[src/line_enable_pkg.sv]
// Purpose: Shared constants for the suspend and line enable block
// Assumes: 100 MHz system clock, 32-bit register bus with byte addresses
// Notes: Register offsets are byte addresses, one aligned word each
package line_enable_pkg;
	// ==========================================================
	// Clock and line rate
	localparam int unsigned CLK_HZ = 100000000;
	localparam int unsigned MAX_BAUD = 3000000;
	// Least divisor rounds up so the line never exceeds the rate limit
	localparam int unsigned MIN_DIV_INT = (CLK_HZ + MAX_BAUD - 1) / MAX_BAUD;
	localparam logic [15:0] MIN_DIV = 16'(MIN_DIV_INT);
	localparam logic [15:0] BAUD_DIV_RST = 16'h0364;
	localparam logic [3:0] LAST_BIT_IDX = 4'h8;
	localparam logic [3:0] FIRST_BIT_IDX = 4'h0;
	localparam logic [15:0] ONE_CYCLE = 16'h0001;

	// ==========================================================
	// Register map
	localparam logic [4:0] OFS_CTRL = 5'h00;
	localparam logic [4:0] OFS_PINSEL = 5'h04;
	localparam logic [4:0] OFS_BAUD = 5'h08;
	localparam logic [4:0] OFS_MAXPWR = 5'h0c;
	localparam logic [4:0] OFS_STATUS = 5'h10;
	localparam int CTRL_PULLDOWN_BIT = 0;
	localparam int STAT_SUSPENDED_BIT = 0;
	localparam int STAT_PULLUP_BIT = 1;
	localparam int STAT_BUSY_BIT = 2;
	localparam int STAT_HIGHPWR_BIT = 3;
	localparam int STAT_TE_BIT = 4;

	// ==========================================================
	// Power descriptor, milliamps
	localparam logic [15:0] MAXPWR_RST = 16'h005a;
	localparam logic [15:0] LOW_POWER_LIMIT = 16'h0064;
	localparam logic [15:0] HIGH_POWER_LIMIT = 16'h01f4;

	// ==========================================================
	// Pin functions and transmitter states
	typedef enum logic [1:0] {
		FN_LINE_DRIVE = 2'h0,
		FN_POWER_N = 2'h1,
		FN_SLEEP_N = 2'h2,
		FN_TRISTATE = 2'h3
	} pin_func_e;
	localparam pin_func_e PIN_TWO_RST = FN_LINE_DRIVE;
	localparam pin_func_e PIN_THREE_RST = FN_POWER_N;

	typedef enum logic [1:0] {
		TX_IDLE = 2'b00,
		TX_LEAD = 2'b01,
		TX_DATA = 2'b11,
		TX_STOP = 2'b10
	} tx_state_e;
endpackage : line_enable_pkg

[src/suspend_line_enable.sv]
// Purpose: Suspend, power and RS485 line enable outputs with a UART sender
// Assumes: All inputs synchronous to clk_sys; 8 data bits, 1 stop, no parity
// Notes: Registers reached over Avalon-MM, one wait state per access
//
// Functional notes
// - Line drive enable rises one bit period before the start bit.
// - Line drive enable drops as the stop bit of the last character begins.
// - Line drive enable is high only while a character is being sent.
// - By default pin two carries line drive enable, pin three power enable.
// - Low bus power sense forces suspend and leaves the D+ pull-up off.
// - During reset all UART pins are released to high impedance.
// - Active-low power enable is high in suspend and low while active.
// - Active-low sleep indicator is high while active, low in suspend.
// - The stored maximum bus current is reported; over 100 to 500 mA means high power.
// - The serial rate is clamped to at most 3 Mbaud.
// - With pull-down enabled, the UART transmit line is driven low throughout suspend.
`timescale 1ns/10ps
module suspend_line_enable (
	input wire logic clk_sys,
	input wire logic rst_n,
	input wire logic [4:0] address,
	input wire logic read,
	input wire logic write,
	input wire logic [31:0] writedata,
	input wire logic [3:0] byteenable,
	output logic [31:0] readdata,
	output logic waitrequest,
	input wire logic bus_power_sense,
	input wire logic usbSuspend,
	input wire logic [7:0] txData,
	input wire logic txValid,
	output logic txReady,
	output logic uartTxOut,
	output logic uartTxOe,
	output logic line_drive_enable,
	output logic power_enable_n,
	output logic sleepN,
	output logic dpPullupEnable,
	output logic [15:0] maxBusCurrent,
	output logic highPowerFunction,
	output logic configurable_io_pin_two_out,
	output logic configurable_io_pin_two_oe,
	output logic configurable_io_pin_three_out,
	output logic configurable_io_pin_three_oe
);
	// ==========================================================
	// Registers and state
	logic pulldownOnSuspend;
	line_enable_pkg::pin_func_e pinTwoFunc;
	line_enable_pkg::pin_func_e pinThreeFunc;
	logic [15:0] baudDiv;
	logic [15:0] maxPower;
	line_enable_pkg::tx_state_e txState;
	line_enable_pkg::tx_state_e next_txState;
	logic [15:0] bitCnt;
	logic [15:0] next_bitCnt;
	logic [3:0] bitIdx;
	logic [3:0] next_bitIdx;
	logic [8:0] shiftReg;
	logic [8:0] next_shiftReg;
	logic [7:0] holdData;
	logic holdFull;
	logic next_holdFull;
	logic lineBit;
	logic next_lineBit;
	logic teActive;
	logic next_teActive;

	// ==========================================================
	// Bus decode
	wire request = read | write;
	wire accept = request & ~waitrequest;
	wire wrAccept = accept & write;
	wire selCtrl = address == line_enable_pkg::OFS_CTRL;
	wire selPinsel = address == line_enable_pkg::OFS_PINSEL;
	wire selBaud = address == line_enable_pkg::OFS_BAUD;
	wire selMaxpwr = address == line_enable_pkg::OFS_MAXPWR;
	wire selStatus = address == line_enable_pkg::OFS_STATUS;
	wire [15:0] wrMask16 = {{8{byteenable[1]}}, {8{byteenable[0]}}};
	wire [15:0] baudWrite = (baudDiv & ~wrMask16) | (writedata[15:0] & wrMask16);
	wire [15:0] maxPwrWrite = (maxPower & ~wrMask16) | (writedata[15:0] & wrMask16);

	// ==========================================================
	// Power state
	wire suspended = ~bus_power_sense | usbSuspend;
	wire isHighPower = (maxPower > line_enable_pkg::LOW_POWER_LIMIT)
		&& (maxPower <= line_enable_pkg::HIGH_POWER_LIMIT);
	// Rate clamp: a too small divisor would overrun external drivers
	wire [15:0] effDiv = (baudDiv < line_enable_pkg::MIN_DIV) ?
		line_enable_pkg::MIN_DIV : baudDiv;
	wire [15:0] bitLoad = effDiv - line_enable_pkg::ONE_CYCLE;
	wire bitDone = bitCnt == 16'h0000;
	wire busy = txState != line_enable_pkg::TX_IDLE;
	wire txAccept = txValid & txReady & ~holdFull;

	wire [31:0] statusWord = {27'h0000000, teActive, isHighPower, busy,
		bus_power_sense, suspended};
	wire [31:0] readMux =
		selCtrl ? {31'h00000000, pulldownOnSuspend} :
		selPinsel ? {28'h0000000, pinThreeFunc, pinTwoFunc} :
		selBaud ? {16'h0000, baudDiv} :
		selMaxpwr ? {16'h0000, maxPower} :
		selStatus ? statusWord : 32'h00000000;

	// ==========================================================
	// Transmitter sequencing
	always_comb begin
		next_txState = txState;
		next_bitCnt = bitDone ? bitCnt : bitCnt - line_enable_pkg::ONE_CYCLE;
		next_bitIdx = bitIdx;
		next_shiftReg = shiftReg;
		next_holdFull = holdFull | txAccept;
		next_lineBit = lineBit;
		next_teActive = teActive;
		if (suspended) begin
			// Character in flight is dropped; enable must fall at once
			next_txState = line_enable_pkg::TX_IDLE;
			next_lineBit = 1'b1;
			next_teActive = 1'b0;
		end else begin
			unique case (txState)
				line_enable_pkg::TX_IDLE: begin
					next_lineBit = 1'b1;
					next_teActive = 1'b0;
					if (holdFull) begin
						next_shiftReg = {holdData, 1'b0};
						next_holdFull = txAccept;
						next_bitCnt = bitLoad;
						next_teActive = 1'b1;
						next_txState = line_enable_pkg::TX_LEAD;
					end
				end
				line_enable_pkg::TX_LEAD: begin
					if (bitDone) begin
						next_bitCnt = bitLoad;
						next_bitIdx = line_enable_pkg::FIRST_BIT_IDX;
						next_lineBit = shiftReg[0];
						next_shiftReg = {1'b1, shiftReg[8:1]};
						next_txState = line_enable_pkg::TX_DATA;
					end
				end
				line_enable_pkg::TX_DATA: begin
					if (bitDone) begin
						next_bitCnt = bitLoad;
						if (bitIdx == line_enable_pkg::LAST_BIT_IDX) begin
							next_lineBit = 1'b1;
							// Kept high only when another character follows
							next_teActive = holdFull;
							next_txState = line_enable_pkg::TX_STOP;
						end else begin
							next_bitIdx = bitIdx + 4'h1;
							next_lineBit = shiftReg[0];
							next_shiftReg = {1'b1, shiftReg[8:1]};
						end
					end
				end
				line_enable_pkg::TX_STOP: begin
					if (bitDone) begin
						next_bitCnt = bitLoad;
						if (holdFull) begin
							next_holdFull = txAccept;
							next_teActive = 1'b1;
							if (teActive) begin
								// Enable already up: start bit follows directly
								next_shiftReg = {1'b1, holdData};
								next_lineBit = 1'b0;
								next_bitIdx = line_enable_pkg::FIRST_BIT_IDX;
								next_txState = line_enable_pkg::TX_DATA;
							end else begin
								next_shiftReg = {holdData, 1'b0};
								next_txState = line_enable_pkg::TX_LEAD;
							end
						end else begin
							next_teActive = 1'b0;
							next_txState = line_enable_pkg::TX_IDLE;
						end
					end
				end
			endcase
		end
	end

	// ==========================================================
	// Output selection for the configurable pins
	wire next_powerN = suspended;
	wire next_sleepN = ~suspended;
	wire next_pinTwo = (pinTwoFunc == line_enable_pkg::FN_LINE_DRIVE) ? next_teActive :
		(pinTwoFunc == line_enable_pkg::FN_POWER_N) ? next_powerN : next_sleepN;
	wire next_pinThree = (pinThreeFunc == line_enable_pkg::FN_LINE_DRIVE) ? next_teActive :
		(pinThreeFunc == line_enable_pkg::FN_POWER_N) ? next_powerN : next_sleepN;
	wire pullLow = suspended & pulldownOnSuspend;

	// ==========================================================
	// Bus slave
	always_ff @(posedge clk_sys) begin
		if (!rst_n) begin
			waitrequest <= 1'b1;
			readdata <= 32'h00000000;
		end else begin
			// One wait state: answer stands the cycle after the request rises
			waitrequest <= ~(request & waitrequest);
			readdata <= readMux;
		end
	end

	always_ff @(posedge clk_sys) begin
		if (!rst_n) begin
			pulldownOnSuspend <= 1'b0;
			pinTwoFunc <= line_enable_pkg::PIN_TWO_RST;
			pinThreeFunc <= line_enable_pkg::PIN_THREE_RST;
			baudDiv <= line_enable_pkg::BAUD_DIV_RST;
			maxPower <= line_enable_pkg::MAXPWR_RST;
		end else if (wrAccept) begin
			if (selCtrl && byteenable[0]) begin
				pulldownOnSuspend <= writedata[line_enable_pkg::CTRL_PULLDOWN_BIT];
			end
			if (selPinsel && byteenable[0]) begin
				pinTwoFunc <= line_enable_pkg::pin_func_e'(writedata[1:0]);
				pinThreeFunc <= line_enable_pkg::pin_func_e'(writedata[3:2]);
			end
			if (selBaud) begin
				baudDiv <= baudWrite;
			end
			if (selMaxpwr) begin
				maxPower <= maxPwrWrite;
			end
		end
	end

	// ==========================================================
	// Transmitter registers
	always_ff @(posedge clk_sys) begin
		if (!rst_n) begin
			txState <= line_enable_pkg::TX_IDLE;
			bitCnt <= 16'h0000;
			bitIdx <= 4'h0;
			shiftReg <= 9'h1ff;
			holdData <= 8'h00;
			holdFull <= 1'b0;
			lineBit <= 1'b1;
			teActive <= 1'b0;
			txReady <= 1'b0;
		end else begin
			txState <= next_txState;
			bitCnt <= next_bitCnt;
			bitIdx <= next_bitIdx;
			shiftReg <= next_shiftReg;
			holdData <= txAccept ? txData : holdData;
			holdFull <= next_holdFull;
			lineBit <= next_lineBit;
			teActive <= next_teActive;
			txReady <= ~next_holdFull & ~suspended;
		end
	end

	// ==========================================================
	// Pin and status outputs
	always_ff @(posedge clk_sys) begin
		if (!rst_n) begin
			uartTxOut <= 1'b1;
			uartTxOe <= 1'b0;
			line_drive_enable <= 1'b0;
			power_enable_n <= 1'b1;
			sleepN <= 1'b0;
			dpPullupEnable <= 1'b0;
			maxBusCurrent <= line_enable_pkg::MAXPWR_RST;
			highPowerFunction <= 1'b0;
			configurable_io_pin_two_out <= 1'b0;
			configurable_io_pin_two_oe <= 1'b0;
			configurable_io_pin_three_out <= 1'b1;
			configurable_io_pin_three_oe <= 1'b0;
		end else begin
			uartTxOut <= pullLow ? 1'b0 : next_lineBit;
			uartTxOe <= 1'b1;
			line_drive_enable <= next_teActive;
			power_enable_n <= next_powerN;
			sleepN <= next_sleepN;
			dpPullupEnable <= bus_power_sense;
			maxBusCurrent <= maxPower;
			highPowerFunction <= isHighPower;
			configurable_io_pin_two_out <= next_pinTwo;
			configurable_io_pin_two_oe <= pinTwoFunc != line_enable_pkg::FN_TRISTATE;
			configurable_io_pin_three_out <= next_pinThree;
			configurable_io_pin_three_oe <= pinThreeFunc != line_enable_pkg::FN_TRISTATE;
		end
	end
endmodule : suspend_line_enable

[config.mk]
export PLATFORM = sky130hd
export DESIGN_NAME = suspend_line_enable
export DESIGN_NICKNAME = d
export VERILOG_FILES = /design/src/line_enable_pkg.sv /design/src/suspend_line_enable.sv
export SDC_FILE = /design/constraint.sdc
export NUM_CORES = 1
export LEC_CHECK = 0
export BUFFER_PORTS_ARGS = -buffer_cell sky130_fd_sc_hd__clkbuf_2
export CAP_MARGIN = 10
export CORE_ASPECT_RATIO = 0.7
export CORE_UTILIZATION = 33
export DETAILED_ROUTE_END_ITERATION = 16
export GPL_TIMING_DRIVEN = 0
export PLACE_DENSITY = 0.61
export SETUP_SLACK_MARGIN = 0.1
export SLEW_MARGIN = 5
export SYNTH_ARGS = -nofsm -noshare
export SYNTH_HDL_FRONTEND = slang
export SYNTH_SLANG_ARGS = --single-unit
[constraint.sdc]
create_clock -name clk_sys -period 6.2 [get_ports clk_sys]
set_input_delay 1.86 -clock clk_sys [delete_from_list [all_inputs] [get_ports clk_sys]]
set_output_delay 1.86 -clock clk_sys [all_outputs]
set_load 0.005 [all_outputs]
==> key figures <==
Status
  • Status: complete, no violations

Worst setup path
  • CP Max Fanout: 9
  • RR Startpoint: bitCnt[0]
  • Crit end category: flop
  • Reg2reg path depth: 8
  • Worst setup SP type: input pin
  • CP Data Arrival Time: 3.97 ns
  • Crit path required time: 6.51 ns
  • CP Class: input pin to flop
  • RR Endpoint: bitCnt[8]
  • Flop2flop setup slack: 3.61 ns

Clock tree
  • Worst-path clk slew: 0.06 ns
  • H-Tree Depth: 4
  • Clock sink count: 123
  • TritonCTS Buffers: 17
  • Hold Buf Count CTS: 0
  • Clock Latency Late Sink: 0.42 ns
  • Max Root-Sink Buffers: 2
  • Post-CTS resize count: 0
  • Post-CTS Setup Bufs: 0
  • Clock Tree Root: clkbuf_16
  • CTS tree: yes

Worst hold path
  • Hold WC Path Type: flop to flop
  • Worst Hold Endpoint: waitrequest
  • WHS Path Cells: 1
  • HP Start: waitrequest

Timing
  • Final worst path period need: 3.66 ns
  • Final worst slack: 2.54 ns
  • Hold Fails Final Rpt: 0
  • Least-Margin Pin Slew: 0.890 ns
  • Final period util: 59.1%
  • Clk_skew: 0.0156 ns
  • Max Slew Vio Count: 0
  • Post-Route Setup TNS: 0 ns
  • F_max: 273 MHz
  • Unrepaired setup endpoints after global routing: false
  • Slew margin rel.: 40.5%
  • Final setup fails: 0

Logic synthesis
  • Avg Cell Area, Syn: 9.01 sq um
  • Ys async rst share: 0%
  • Mapped cell area: 0.00550 sq mm
  • EDFF count, synth: 0
  • Dominant synthesized flop cell: dfxtp_1
  • Post-synthesis register bit count: 123
  • Yosys top cell by area: dfxtp_1
  • Sequential element share of the synthesized area: 44.8%
  • Yosys top cell area share: 44.8%
  • Synth warn: 0
  • Synth area leaders: dfxtp_1 45%, mux2i_1 7.7%, nor2_1 4.1%
  • Mapped Cells: 610
  • Netlist cell types: 61

Global route
  • Met1 global-route usage: 26.0%
  • Initial antenna violation count: 0
  • GRT Total Usage: 18.0%
  • Largest net degree at the start of global routing: 17
  • GRT busiest layer: met1
  • Global-route wire length before repair: 23.5 mm
  • Grt total ovfl: 0
  • Met2 GRT Util: 25.5%
  • Met3 Usage GRT: 4.53%
  • Vias in the first global route: 4386

Finish
  • P&R area growth vs syn: 25.7%
  • Layout cells sized above 1: 20.8%
  • Commonest non-fill, non-tap cell in the layout: dfxtp_1
  • Most frequent cells in the layout: 123 x dfxtp_1, 82 x clkbuf_2, 60 x nor2_1
  • Fill count: 1623
  • Post-Route Utilization: 42.4%
  • Number of antenna diodes: 0
  • Nets: 786

Drt
  • DRC violations left: 0
  • Antenna-violating nets left: 0
  • Via count: 4798
  • Routed WL: 14.8 mm
  • Router iterations before antenna repair: 5
  • DR vias/cell: 4.98
  • Drt wl/cell: 15.3 um
  • Initial DRC Count: 366

Floorplan
  • Core Area: 0.0163 sq mm
  • Die ar.: 0.0172 sq mm
  • Row cnt: 39
  • Die W: 156 um
  • Initial Util: 33.7%
  • I/O Pins: 117
  • Die Height: 110 um

Power
  • Maximum vdd drop: 0.226 mV
  • PwrDens: 374 mW/mm^2
  • Power Total: 0.00259 W
  • P_leak: 2.87 nW

Placement
  • GP Congestion: 0.806
  • Port Buf Inserts: 82
  • Place WS: 2.11 ns
  • Hpwl dp: 10.5 mm

Job
  • MaxCap Viol Count: 0
==> cell usage after synthesis, drive strengths merged, types with 3 or more instances <==
cell type / number
o21a: 5
nand4: 4
o22ai: 10
dfxtp: 123
nand3: 37
nand2b: 8
o211ai: 9
nand2: 45
xnor2: 10
nor2b: 5
buf: 20
and3: 5
mux2: 8
nand3b: 3
nor4: 10
or4: 8
and2: 19
nor3b: 5
o21ai: 19
or3: 6
mux2i: 42
inv: 10
o31a: 3
nor3: 15
a222oi: 4
ha: 4
a31oi: 4
a22oi: 14
nor2: 60
xor2: 4
a211oi: 3
a21oi: 33
clkbuf: 29
==> through the flow <==
step	cells	hold WS [ns]	cell area (sq um)
2_1_floorplan	625	0.427	5550
3_3_place_gp	932	0.426	6240
3_5_place_dp	932	0.432	6240
4_1_cts	964	0.444	6910
5_1_grt	964	0.477	6910
6_report	964	0.457	6910
==> worst max-delay path by stage <==
stage	start	endpoint	slack, ns	cells after the start
2_1_floorplan	address[4]	flop	2.74	6
3_3_place_gp	bus_power_sense	bitCnt[4]	2.12	9
3_5_place_dp	bus_power_sense	bitCnt[4]	2.11	9
4_1_cts	bus_power_sense	bitCnt[4]	2.55	9
5_1_grt	address[4]	flop	2.24	7
6_report	bus_power_sense	bitCnt[5]	2.54	9
==> layout make-up <==
class	count	area (sq um)	area share (%)
Tap cell	225	282	4.08
Sequential cell	123	2460	35.6
Clock buffer	19	453	6.56
Timing Repair Buffer	82	410	5.94
Multi-Input combinational cell	442	2800	40.6
Buffer	49	246	3.57
Clock inverter	13	211	3.06
Inverter	11	41.3	0.598
==> worst max-delay path, cell delays in order <==
cell	delay [ns]
clkbuf_2	0.12
nand2b_1	0.07
clkbuf_1	0.39
nor2_1	0.11
clkinv_1	0.20
nor2_1	0.09
a2bb2oi_1	0.73
a31oi_1	0.13
a31o_2	0.26
==> where the power goes <==
part           switching (W)  total [W]  internal [W]
clock               0.000374    0.00111      0.000737
combinational       0.000311   0.000559      0.000249
sequential         0.0000704   0.000915      0.000845
total               0.000756    0.00259       0.00183
==> kinds of logic (layout without fill, tap and decap cells) <==
| group | Yosys count | count (layout) | synth area share (%) |
|---|---|---|---|
| adders and majority gates | 4 | 4 | 0.911 |
| other | 1 | 16 | 0.0682 |
| xor gates and xnor gates | 14 | 14 | 2.23 |
| muxes | 50 | 50 | 9.29 |
| DFF | 123 | 123 | 44.8 |
| buffers and inverters | 60 | 174 | 5.24 |
| AOI/OAI and AO/OA | 121 | 121 | 14.5 |
| and+or+nand+nor | 237 | 237 | 22.9 |
==> metal layers <==
metal | wire [um] | share of wire, %
met5 | 0 | 0
met4 | 164 | 1.1
met3 | 868 | 5.9
met2 | 6150 | 42
met1 | 7590 | 51
Note: power is estimated with default switching activity, not from simulation.
